===== config.mk =====
export PLATFORM = sky130hd
export DESIGN_NAME = cell_limit_config_decoder
export DESIGN_NICKNAME = d
export VERILOG_FILES = /design/src/rtl/cell_limit_pkg.sv /design/src/rtl/cell_limit_config_decoder.sv /design/src/rtl/high_cell_detector.sv
export SDC_FILE = /design/constraint.sdc
export NUM_CORES = 1
export LEC_CHECK = 0
export ABC_CLOCK_PERIOD_IN_PS = 4800
export BUFFER_PORTS_ARGS = -buffer_cell sky130_fd_sc_hd__buf_4
export CORE_MARGIN = 4
export CORE_UTILIZATION = 40
export DETAILED_ROUTE_END_ITERATION = 12
export PLACE_DENSITY = 0.71
export SLEW_MARGIN = 25
export SYNTH_ARGS = -nofsm -noshare
export SYNTH_HDL_FRONTEND = slang
export SYNTH_HIERARCHICAL = 1
export SYNTH_SLANG_ARGS = --single-unit

===== constraint.sdc =====
create_clock -name ref_clk -period 4.8 [get_ports ref_clk]
set_clock_uncertainty 0.2 [all_clocks]
set_input_delay 0.96 -clock ref_clk [delete_from_list [all_inputs] [get_ports ref_clk]]
set_output_delay 0.96 -clock ref_clk [all_outputs]
set_load 0.005 [all_outputs]

===== src/rtl/cell_limit_pkg.sv =====
`default_nettype none
package cell_limit_pkg;
  // geometry
  localparam int CELL_MAX = 8;
  localparam int MV_W = 16;
  localparam int CNT_W = 4;
  localparam int EV_W = 4;

  // register indexes, byte address is index times four
  localparam logic [5:0] IDX_SYSTEM_CONFIGURATION_REGISTER = 6'h01;
  localparam logic [5:0] IDX_HIGH_TRIP = 6'h02;
  localparam logic [5:0] IDX_HIGH_CTRL = 6'h03;
  localparam logic [5:0] IDX_LOW_TRIP = 6'h04;
  localparam logic [5:0] IDX_IRQ_STATUS = 6'h10;
  localparam logic [5:0] IDX_IRQ_MASK = 6'h11;
  localparam logic [5:0] IDX_FAULT_STATE = 6'h12;

  // writable bits, reserved positions are held at zero
  localparam logic [7:0] SYSTEM_CONFIGURATION_REGISTER_MASK = 8'hff;
  localparam logic [7:0] HIGH_TRIP_MASK = 8'h3f;
  localparam logic [7:0] HIGH_CTRL_MASK = 8'hf7;
  localparam logic [7:0] LOW_TRIP_MASK = 8'h8f;

  // reset values
  localparam logic [7:0] SYSTEM_CONFIGURATION_REGISTER_RST = 8'h40;
  localparam logic [7:0] HIGH_TRIP_RST = 8'h38;
  localparam logic [7:0] HIGH_CTRL_RST = 8'h00;
  localparam logic [7:0] LOW_TRIP_RST = 8'h06;

  // field positions
  localparam int CNT_MSB = 7;
  localparam int CNT_LSB = 5;
  localparam int TRIP_MSB = 5;
  localparam int THERM_BIT = 7;
  localparam int HYST_MSB = 6;
  localparam int HYST_LSB = 4;
  localparam int DELAY_MSB = 2;
  localparam int LOW_INH_BIT = 7;
  localparam int LOW_TRIP_MSB = 3;

  // series count code
  localparam logic [2:0] CODE_MIN = 3'h2;
  localparam logic [2:0] CODE_MAX = 3'h6;
  localparam logic [3:0] CELL_CODE_OFFSET = 4'ha;

  // thresholds in millivolts
  localparam logic [MV_W-1:0] TRIP_BASE_MV = 16'h0af0;
  localparam logic [MV_W-1:0] TRIP_STEP_MV = 16'h0019;
  localparam logic [MV_W-1:0] HYST_START_MV = 16'h012c;
  localparam logic [MV_W-1:0] HYST_STEP_MV = 16'h0032;
  localparam logic [MV_W-1:0] HYST_FINE_MV = 16'h0019;
  localparam logic [2:0] HYST_FINE_CODE = 3'h6;
  localparam logic [2:0] HYST_ZERO_CODE = 3'h7;
  localparam logic [MV_W-1:0] LOW_BASE_MV = 16'h0578;
  localparam logic [MV_W-1:0] LOW_STEP_MV = 16'h0064;

  // delay timing
  localparam int CLK_HZ = 200_000_000;
  localparam int DELAY_BASE_MS = 500;
  localparam int DELAY_STEP_MS = 250;
  localparam int QUARTER_SEC_CYCLES = (CLK_HZ / 1000) * DELAY_STEP_MS;
  localparam logic [CNT_W-1:0] DELAY_BASE_Q = CNT_W'(DELAY_BASE_MS / DELAY_STEP_MS);

  // interrupt event bits
  localparam int EV_HIGH_SET = 0;
  localparam int EV_HIGH_CLR = 1;
  localparam int EV_LOW_SET = 2;
  localparam int EV_BAD_CNT = 3;

  // qualification state
  typedef enum logic [1:0] {DET_IDLE, DET_QUALIFY, DET_TRIPPED} det_state_type;
endpackage
`default_nettype wire


===== src/rtl/cell_limit_config_decoder.sv =====
// Added by the designer: the Wishbone register port.
`timescale 1ns/1ps
`default_nettype none
// Contract
// - series code 010..110 gives eight down to four cells
// - high trip 2.8 V plus 25 mV per code
// - high hysteresis 300 mV falling, then 25, 0
// - high delay 0.5 s plus 0.25 s per code
// - thermistor line pulled low on high fault
// - low recovery hysteresis skipped when inhibit set
// - low trip 1.4 V plus 0.1 V per code
// - series code sits in bits 7..5, index 1
module cell_limit_config_decoder #(
  parameter int CELL_MAX = cell_limit_pkg::CELL_MAX,
  parameter int MV_W = cell_limit_pkg::MV_W,
  parameter int TICK_CYCLES = cell_limit_pkg::QUARTER_SEC_CYCLES
) (
  // clock and reset
  input wire logic ref_clk,
  input wire logic nrst,
  // wishbone slave
  input wire logic wb_cyc_i,
  input wire logic wb_stb_i,
  input wire logic wb_we_i,
  input wire logic [7:0] wb_adr_i,
  input wire logic [3:0] wb_sel_i,
  input wire logic [31:0] wb_dat_i,
  output logic [31:0] wb_dat_o,
  output logic wb_ack_o,
  // cell measurements
  input wire logic [CELL_MAX*MV_W-1:0] cellMv,
  input wire logic [MV_W-1:0] lowCellHystMv,
  // decoded settings
  output logic [cell_limit_pkg::CNT_W-1:0] cellCount,
  output logic [MV_W-1:0] highCellTripMv,
  output logic [MV_W-1:0] highCellHystMv,
  output logic [cell_limit_pkg::CNT_W-1:0] highCellDelayQuarters,
  output logic [MV_W-1:0] lowCellTripMv,
  // faults
  output wire logic highCellFault,
  output logic lowCellFault,
  // thermistor line, open drain
  output logic thermLineOut,
  output logic thermLineOe,
  // interrupt
  output logic irq
);
  localparam int CW = cell_limit_pkg::CNT_W;
  localparam int EW = cell_limit_pkg::EV_W;

  // stored configuration bytes
  logic [7:0] sysCfg_q;
  logic [7:0] highTrip_q;
  logic [7:0] highCtrl_q;
  logic [7:0] lowTrip_q;
  // interrupt state
  logic [EW-1:0] irqStatus_q;
  logic [EW-1:0] irqMask_q;
  logic [EW-1:0] irqStatus_d;
  // edge history of the high fault
  logic highFaultPrev_q;

  // bus decode, one access answered per request
  wire [5:0] regIdx = wb_adr_i[7:2];
  wire busReq = wb_cyc_i && wb_stb_i && !wb_ack_o;
  // only lane 0 carries configuration bytes
  wire wrLane0 = busReq && wb_we_i && wb_sel_i[0];
  wire wrSys = wrLane0 && regIdx == cell_limit_pkg::IDX_SYSTEM_CONFIGURATION_REGISTER;
  wire wrHighTrip = wrLane0 && regIdx == cell_limit_pkg::IDX_HIGH_TRIP;
  wire wrHighCtrl = wrLane0 && regIdx == cell_limit_pkg::IDX_HIGH_CTRL;
  wire wrLowTrip = wrLane0 && regIdx == cell_limit_pkg::IDX_LOW_TRIP;
  wire wrStatus = wrLane0 && regIdx == cell_limit_pkg::IDX_IRQ_STATUS;
  wire wrMask = wrLane0 && regIdx == cell_limit_pkg::IDX_IRQ_MASK;

  // field views
  wire [2:0] seriesCellCountCode = sysCfg_q[cell_limit_pkg::CNT_MSB:cell_limit_pkg::CNT_LSB];
  wire [5:0] highCellTripCode = highTrip_q[cell_limit_pkg::TRIP_MSB:0];
  wire chargerInhibitViaThermistor = highCtrl_q[cell_limit_pkg::THERM_BIT];
  wire [2:0] highCellHysteresisCode = highCtrl_q[cell_limit_pkg::HYST_MSB:cell_limit_pkg::HYST_LSB];
  wire [2:0] highCellDelayCode = highCtrl_q[cell_limit_pkg::DELAY_MSB:0];
  wire lowCellRecoveryHysteresisInhibit = lowTrip_q[cell_limit_pkg::LOW_INH_BIT];
  wire [3:0] lowCellTripCode = lowTrip_q[cell_limit_pkg::LOW_TRIP_MSB:0];

  // series count, forbidden codes monitor no cell at all
  wire countValid = seriesCellCountCode >= cell_limit_pkg::CODE_MIN
    && seriesCellCountCode <= cell_limit_pkg::CODE_MAX;
  wire [CW-1:0] countDec = countValid
    ? cell_limit_pkg::CELL_CODE_OFFSET - {1'b0, seriesCellCountCode} : '0;
  // a write that would leave a forbidden code is flagged
  wire [2:0] newCode = wb_dat_i[cell_limit_pkg::CNT_MSB:cell_limit_pkg::CNT_LSB];
  wire badCountWrite = wrSys
    && (newCode < cell_limit_pkg::CODE_MIN || newCode > cell_limit_pkg::CODE_MAX);

  // linear high trip
  wire [MV_W-1:0] tripDec = cell_limit_pkg::TRIP_BASE_MV
    + cell_limit_pkg::TRIP_STEP_MV * MV_W'(highCellTripCode);
  // hysteresis, linear steps then a fine code and a zero code
  wire [MV_W-1:0] hystLinear = cell_limit_pkg::HYST_START_MV
    - cell_limit_pkg::HYST_STEP_MV * MV_W'(highCellHysteresisCode);
  wire [MV_W-1:0] hystDec =
    highCellHysteresisCode == cell_limit_pkg::HYST_ZERO_CODE ? '0
    : highCellHysteresisCode == cell_limit_pkg::HYST_FINE_CODE ? cell_limit_pkg::HYST_FINE_MV
    : hystLinear;
  // delay in quarter seconds
  wire [CW-1:0] delayDec = cell_limit_pkg::DELAY_BASE_Q + CW'(highCellDelayCode);
  // linear low trip
  wire [MV_W-1:0] lowTripDec = cell_limit_pkg::LOW_BASE_MV
    + cell_limit_pkg::LOW_STEP_MV * MV_W'(lowCellTripCode);

  // low recovery level, hysteresis dropped when inhibited
  wire [MV_W-1:0] lowRecoverMv = lowCellRecoveryHysteresisInhibit
    ? lowCellTripMv : lowCellTripMv + lowCellHystMv;
  logic [CELL_MAX-1:0] lowBelowVec;
  logic [CELL_MAX-1:0] lowRecoveredVec;

  // per cell low compare against the registered levels
  for (genvar i = 0; i < CELL_MAX; i++)
  begin : g_low
    wire inUse = CW'(i) < cellCount;
    wire [MV_W-1:0] mv = cellMv[i*MV_W +: MV_W];
    assign lowBelowVec[i] = inUse && (mv < lowCellTripMv);
    assign lowRecoveredVec[i] = !inUse || (mv >= lowRecoverMv);
  end

  wire anyLow = |lowBelowVec;
  wire allRecovered = &lowRecoveredVec;
  wire lowFaultSet = !lowCellFault && anyLow;

  // events into sticky status
  wire [EW-1:0] events = {badCountWrite, lowFaultSet,
    highFaultPrev_q && !highCellFault, !highFaultPrev_q && highCellFault};
  // a set arriving with its clear still wins
  assign irqStatus_d = (irqStatus_q & ~(wrStatus ? wb_dat_i[EW-1:0] : '0)) | events;

  // read mux, reserved bits already held at zero
  wire [7:0] faultState = {5'h00, thermLineOe, lowCellFault, highCellFault};
  wire [7:0] rdByte =
    regIdx == cell_limit_pkg::IDX_SYSTEM_CONFIGURATION_REGISTER ? sysCfg_q
    : regIdx == cell_limit_pkg::IDX_HIGH_TRIP ? highTrip_q
    : regIdx == cell_limit_pkg::IDX_HIGH_CTRL ? highCtrl_q
    : regIdx == cell_limit_pkg::IDX_LOW_TRIP ? lowTrip_q
    : regIdx == cell_limit_pkg::IDX_IRQ_STATUS ? 8'(irqStatus_q)
    : regIdx == cell_limit_pkg::IDX_IRQ_MASK ? 8'(irqMask_q)
    : regIdx == cell_limit_pkg::IDX_FAULT_STATE ? faultState
    : 8'h00; // unmapped reads zero, still acked

  // bus answer one cycle after the request
  always_ff @(posedge ref_clk or negedge nrst)
  begin
    if (!nrst)
    begin
      wb_ack_o <= 1'b0;
      wb_dat_o <= '0;
    end
    else
    begin
      wb_ack_o <= busReq;
      wb_dat_o <= busReq ? {24'h000000, rdByte} : '0;
    end
  end

  // configuration storage, reserved positions masked off
  always_ff @(posedge ref_clk or negedge nrst)
  begin
    if (!nrst)
    begin
      sysCfg_q <= cell_limit_pkg::SYSTEM_CONFIGURATION_REGISTER_RST;
      highTrip_q <= cell_limit_pkg::HIGH_TRIP_RST;
      highCtrl_q <= cell_limit_pkg::HIGH_CTRL_RST;
      lowTrip_q <= cell_limit_pkg::LOW_TRIP_RST;
    end
    else
    begin
      if (wrSys)
        sysCfg_q <= wb_dat_i[7:0] & cell_limit_pkg::SYSTEM_CONFIGURATION_REGISTER_MASK;
      if (wrHighTrip)
        highTrip_q <= wb_dat_i[7:0] & cell_limit_pkg::HIGH_TRIP_MASK;
      if (wrHighCtrl)
        highCtrl_q <= wb_dat_i[7:0] & cell_limit_pkg::HIGH_CTRL_MASK;
      if (wrLowTrip)
        lowTrip_q <= wb_dat_i[7:0] & cell_limit_pkg::LOW_TRIP_MASK;
    end
  end

  // decoded settings registered so outputs come from flops
  always_ff @(posedge ref_clk or negedge nrst)
  begin
    if (!nrst)
    begin
      cellCount <= '0;
      highCellTripMv <= '0;
      highCellHystMv <= '0;
      highCellDelayQuarters <= '0;
      lowCellTripMv <= '0;
    end
    else
    begin
      cellCount <= countDec;
      highCellTripMv <= tripDec;
      highCellHystMv <= hystDec;
      highCellDelayQuarters <= delayDec;
      lowCellTripMv <= lowTripDec;
    end
  end

  // low fault, no delay here; qualification lives elsewhere
  always_ff @(posedge ref_clk or negedge nrst)
  begin
    if (!nrst)
      lowCellFault <= 1'b0;
    else if (lowFaultSet)
      lowCellFault <= 1'b1;
    else if (allRecovered)
      lowCellFault <= 1'b0;
  end

  // thermistor pulled low only while the option is on
  always_ff @(posedge ref_clk or negedge nrst)
  begin
    if (!nrst)
    begin
      thermLineOut <= 1'b0;
      thermLineOe <= 1'b0;
    end
    else
    begin
      thermLineOut <= 1'b0;
      thermLineOe <= chargerInhibitViaThermistor && highCellFault;
    end
  end

  // interrupt status, mask and output
  always_ff @(posedge ref_clk or negedge nrst)
  begin
    if (!nrst)
    begin
      irqStatus_q <= '0;
      irqMask_q <= '0;
      highFaultPrev_q <= 1'b0;
      irq <= 1'b0;
    end
    else
    begin
      irqStatus_q <= irqStatus_d;
      highFaultPrev_q <= highCellFault;
      if (wrMask)
        irqMask_q <= wb_dat_i[EW-1:0];
      irq <= |(irqStatus_d & (wrMask ? wb_dat_i[EW-1:0] : irqMask_q));
    end
  end

  // qualification timer and hysteresis release
  high_cell_detector #(
    .CELL_MAX(CELL_MAX),
    .MV_W(MV_W),
    .TICK_CYCLES(TICK_CYCLES)
  ) u_detector (
    .ref_clk(ref_clk),
    .nrst(nrst),
    .cellMv(cellMv),
    .cellCount(cellCount),
    .tripMv(highCellTripMv),
    .hystMv(highCellHystMv),
    .delayQuarters(highCellDelayQuarters),
    .fault_q(highCellFault)
  );
endmodule // cell_limit_config_decoder
`default_nettype wire


===== src/rtl/high_cell_detector.sv =====
`timescale 1ns/1ps
`default_nettype none
module high_cell_detector #(
  parameter int CELL_MAX = cell_limit_pkg::CELL_MAX,
  parameter int MV_W = cell_limit_pkg::MV_W,
  parameter int TICK_CYCLES = cell_limit_pkg::QUARTER_SEC_CYCLES
) (
  // clock and reset
  input wire logic ref_clk,
  input wire logic nrst,
  // measurements and settings
  input wire logic [CELL_MAX*MV_W-1:0] cellMv,
  input wire logic [cell_limit_pkg::CNT_W-1:0] cellCount,
  input wire logic [MV_W-1:0] tripMv,
  input wire logic [MV_W-1:0] hystMv,
  input wire logic [cell_limit_pkg::CNT_W-1:0] delayQuarters,
  // result
  output logic fault_q
);
  localparam int DIV_W = $clog2(TICK_CYCLES + 1);
  localparam int CW = cell_limit_pkg::CNT_W;

  // hysteresis never exceeds the lowest trip, so no wrap
  wire [MV_W-1:0] releaseMv = tripMv - hystMv;
  logic [CELL_MAX-1:0] aboveVec;
  logic [CELL_MAX-1:0] belowVec;

  // per cell compare, unconfigured cells never trip or hold
  for (genvar i = 0; i < CELL_MAX; i++)
  begin : g_cell
    wire inUse = CW'(i) < cellCount;
    wire [MV_W-1:0] mv = cellMv[i*MV_W +: MV_W];
    assign aboveVec[i] = inUse && (mv > tripMv);
    assign belowVec[i] = !inUse || (mv < releaseMv);
  end

  wire anyAbove = |aboveVec;
  wire allBelow = &belowVec;

  cell_limit_pkg::det_state_type state_q;
  cell_limit_pkg::det_state_type state_d;
  logic [DIV_W-1:0] divCnt_q;
  logic [CW-1:0] qtrCnt_q;
  wire tick = divCnt_q == DIV_W'(TICK_CYCLES - 1);
  wire done = tick && (qtrCnt_q == delayQuarters - CW'(1));

  // fault only after the whole delay with a cell still high
  always_comb
  begin
    state_d = state_q;
    case (state_q)
      cell_limit_pkg::DET_IDLE:
        if (anyAbove)
          state_d = cell_limit_pkg::DET_QUALIFY;
      cell_limit_pkg::DET_QUALIFY:
        if (!anyAbove)
          state_d = cell_limit_pkg::DET_IDLE;
        else if (done)
          state_d = cell_limit_pkg::DET_TRIPPED;
      cell_limit_pkg::DET_TRIPPED:
        if (allBelow)
          state_d = cell_limit_pkg::DET_IDLE;
      default:
        state_d = cell_limit_pkg::DET_IDLE;
    endcase
  end

  // divider restarts with each qualification so the delay is exact
  always_ff @(posedge ref_clk or negedge nrst)
  begin
    if (!nrst)
    begin
      state_q <= cell_limit_pkg::DET_IDLE;
      divCnt_q <= '0;
      qtrCnt_q <= '0;
      fault_q <= 1'b0;
    end
    else
    begin
      state_q <= state_d;
      fault_q <= state_d == cell_limit_pkg::DET_TRIPPED;
      divCnt_q <= (state_q != cell_limit_pkg::DET_QUALIFY || tick) ? '0 : divCnt_q + DIV_W'(1);
      qtrCnt_q <= state_q != cell_limit_pkg::DET_QUALIFY ? '0 : qtrCnt_q + CW'(tick);
    end
  end
endmodule // high_cell_detector
`default_nettype wire


==> insert_results.sql <==
INSERT INTO impl_metrics (metric_group, metric, value, unit) VALUES
('clock_network', 'root_buffer_master', 'clkbuf_16', ''),
('worst_setup_path', 'timing.critical_path.required', '4900', 'ps'),
('synthesis', 'mappedNetlistArea', '17270', 'µm²'),
('placement', 'dp_worst_setup_slack', '-638.6', 'ps'),
('worst_setup_path', 'cp-start-kind', 'input pin', ''),
('drt', 'avgRoutedWirePerCell', '22.87', 'µm'),
('clock_network', 'clkTransAtPathRegs', '60', 'ps'),
('drt', 'postRouteWirelength', '66020', 'µm'),
('worst_setup_path', 'timing.rr.start', 'highCellHystMv[0]', ''),
('hold_path', 'hold_path_startpoint', 'highTrip_q[2]', ''),
('global_routing', 'global_route.overflow_total', '0', ''),
('cells_and_area', 'layout-drive-gt1-share', '23.00', '%'),
('synthesis', 'async_set_or_reset_flop_fraction_in_the_synthesized_netlist', '100.0', '%'),
('floorplanning', 'die_y', '215.8', 'µm'),
('clock_network', 'cts_tree', 'done', ''),
('worst_setup_path', 'ff_to_ff_end', 'u_detector/fault_q', ''),
('placement', 'dp_hpwl', '54730', 'µm'),
('drt', 'firstDrtPassIters', '6', ''),
('power', 'peakVddDrop', '0.2572', 'mV'),
('synthesis', 'synth_area_per_cell', '8.974', 'µm²'),
('timing', 'timing.slew.headroom', '35.34', '%'),
('timing', 'timing.final.ws_setup', '-45.85', 'ps'),
('cells_and_area', 'fillerInstances', '3886', ''),
('global_routing', 'grt_pass1_wl', '98820', 'µm'),
('floorplanning', 'design.portCount', '287', ''),
('cells_and_area', 'number_of_nets_in_the_final_layout', '2990', ''),
('clock_network', 'clk-insertion-delay-late', '410', 'ps'),
('worst_setup_path', 'endpoint_kind', 'flop', ''),
('global_routing', 'first_global_vias', '17180', ''),
('floorplanning', 'die_w', '215.8', 'µm'),
('drt', 'viasPerCell', '5.903', ''),
('synthesis', 'synth_top_area_share', '35.93', '%'),
('drt', 'detail-route-antenna-nets', '0', ''),
('clock_network', 'htreeDepth', '4', ''),
('power', 'static-leakage-power', '10.64', 'nW'),
('synthesis', 'netlist.top_cell.by_area', 'ha_1', ''),
('floorplanning', 'initial_utilization', '40.82', '%'),
('timing', 'timing.final.crit_share', '101.0', '%'),
('clock_network', 'ctsLongestPathBuffers', '2', ''),
('drt', 'drt_drc_violations_left', '0', ''),
('placement', 'globalplace.congestion', '0.9803', ''),
('placement', 'placement.cell_area', '20580', 'µm²'),
('hold_path', 'hold_class', 'flop to flop', ''),
('synthesis', 'count_of_flip_flops_with_a_built_in_enable_after_synthesis', '0', ''),
('timing', 'fin_crit', '4846', 'ps'),
('worst_setup_path', 'critical_path_arrival', '4940', 'ps'),
('worst_setup_path', 'cp.buffers_inverters', '3', ''),
('synthesis', 'synthDistinctLibCells', '88', ''),
('drt', 'met2WireLength', '30130', 'µm'),
('cells_and_area', 'flow.area_growth_from_synthesis', '25.63', '%'),
('clock_network', 'tritoncts_buffer_count', '17', ''),
('floorplanning', 'std_cell_rows', '75', ''),
('timing', 'worst_pin_slew', '961.0', 'ps'),
('cells_and_area', 'final_core_utilization', '51.28', '%'),
('worst_setup_path', 'timing.critical_path.max_delay_family', 'compound AO/OA/AOI/OAI gates', ''),
('synthesis', 'synthesis.yosys.warnings', '6', ''),
('drt', 'wl_met1', '27490', 'µm'),
('run_status', 'outcome', 'complete, but fails checks', ''),
('timing', 'max_freq', '0.2064', 'GHz'),
('power', 'power_per_cell_area', '266.2', 'nW/µm²'),
('run_status', 'violations', 'setup timing', ''),
('synthesis', 'synth_top_cells_by_area', 'ha_1 (36%), dfrtp_1 (17%), a21oi_1 (3.4%)', ''),
('synthesis', 'synth-seq-cells', '121', ''),
('timing', 'finalSetupViolCount', '1', ''),
('clock_network', 'cts.hold.buffers_added', '0', ''),
('drt', 'via_count', '17040', ''),
('placement', 'port-buffer-count', '223', ''),
('worst_setup_path', 'cp_max_fo', '4', ''),
('worst_setup_path', 'timing.critical_path.slowest_stage_cell', 'or4_1', ''),
('synthesis', 'synth_cells', '1925', ''),
('worst_setup_path', 'critPathMaxStageDelay', '550', 'ps');
-- what timing repair did --
action,4_1_cts,5_1_grt
pin swaps,27,46
gates resized for setup,33,56
setup buffers,11,5
gates cloned,0,0
endpoints found under the setup margin,3,3
-- cells in the final DEF (no fill, tap or decap), types with 30 or more instances in the layout --
cell type,instances
a211oi_1,32
a21o_1,56
a21oi_1,108
buf_4,360
conb_1,40
dfrtp_1,115
ha_1,483
inv_1,118
nand2_1,107
nand3_1,48
nand4_1,40
nor2_1,126
nor3_1,30
o21ai_0,98
xnor2_1,42
xor2_1,32
-- power by group --
group	internal, mW	switching [mW]	leakage [nW]
sequential	1.07	0.0759	1.55
combinational	1.48	1.90	8.82
clock	0.781	0.471	0.272
-- per-layer routing --
metal	GRT usage [%]	vias up
met1	34.63	8195
met2	45.71	726
met5	0	-
li1	-	7950
met3	5.190	161
met4	10.52	10
-- synthesized netlist by cell type (15+ instances only) --
library cell    n
nand2b_1       24
nor3_1         35
a31oi_1        15
nand2_1       110
clkbuf_1       15
nand4_1        40
o2111ai_1      18
dfrtp_1       115
inv_1         120
buf_4          43
nand3_1        49
a2111oi_0      19
o21ai_0       109
and3_1         15
o21a_1         20
o211ai_1       16
nor2b_1        23
xor2_1         32
a21oi_1       119
nor2_1        129
xnor2_1        45
ha_1          496
a211oi_1       33
o21bai_1       17
a21o_1         56
mux2_2         26
-- registers in the layout, indices dropped and copies added, names as in the netlist, 5 cells and up --
register             count
wb_dat_o                 8
sysCfg_q                 8
lowTrip_q                5
highCellTripMv          13
highCtrl_q               7
highCellHystMv          10
lowCellTripMv           10
highTrip_q               6
u_detector/divCnt_q     26
-- worst max-delay path by stage --
stage | depth (start not counted) | to | slack (ps) | start
floorplan | 18 | lowCellFault | -30 | lowCellHystMv[2]
global placement | 19 | lowCellFault | -580 | lowCellHystMv[2]
detailed placement | 20 | lowCellFault | -640 | lowCellHystMv[2]
CTS | 21 | lowCellFault | -60 | lowCellHystMv[2]
global route | 20 | lowCellFault | -190 | lowCellHystMv[3]
finish | 20 | lowCellFault | -50 | lowCellHystMv[3]
-- metrics by stage --
stage	cells	hold slack, ps
CTS	2883	208.2
finish	2887	203.8
global placement	2840	181.4
global route	2886	231.4
floorplan	1964	168.7
detailed placement	2840	192.3
-- layout make-up --
| cell class | count | area [µm²] | area share [%] |
|---|---|---|---|
| antenna | 1 | 2.502 | 0.01153 |
| clock buffer | 19 | 442.9 | 2.041 |
| clock inverter | 13 | 146.4 | 0.6746 |
| inverter | 121 | 454.2 | 2.093 |
| multi-input combinational | 1662 | 13980 | 64.41 |
| sequential | 121 | 3035 | 13.99 |
| tap | 577 | 721.9 | 3.327 |
| timing repair buffer | 373 | 2919 | 13.45 |
-- cells by family (layout without fill, tap and decap cells) --
group | after synthesis | after routing | share of synthesized area [%]
mux | 37 | 37 | 2.405
other cells | 1 | 41 | 0.02171
compound gates | 504 | 504 | 19.64
buf+inv | 181 | 526 | 4.918
flops | 121 | 121 | 17.57
simple gates | 490 | 490 | 14.08
fa+ha+maj | 512 | 512 | 37.17
xor+xnor | 79 | 79 | 4.194
Power figures use the tool's default switching activity.
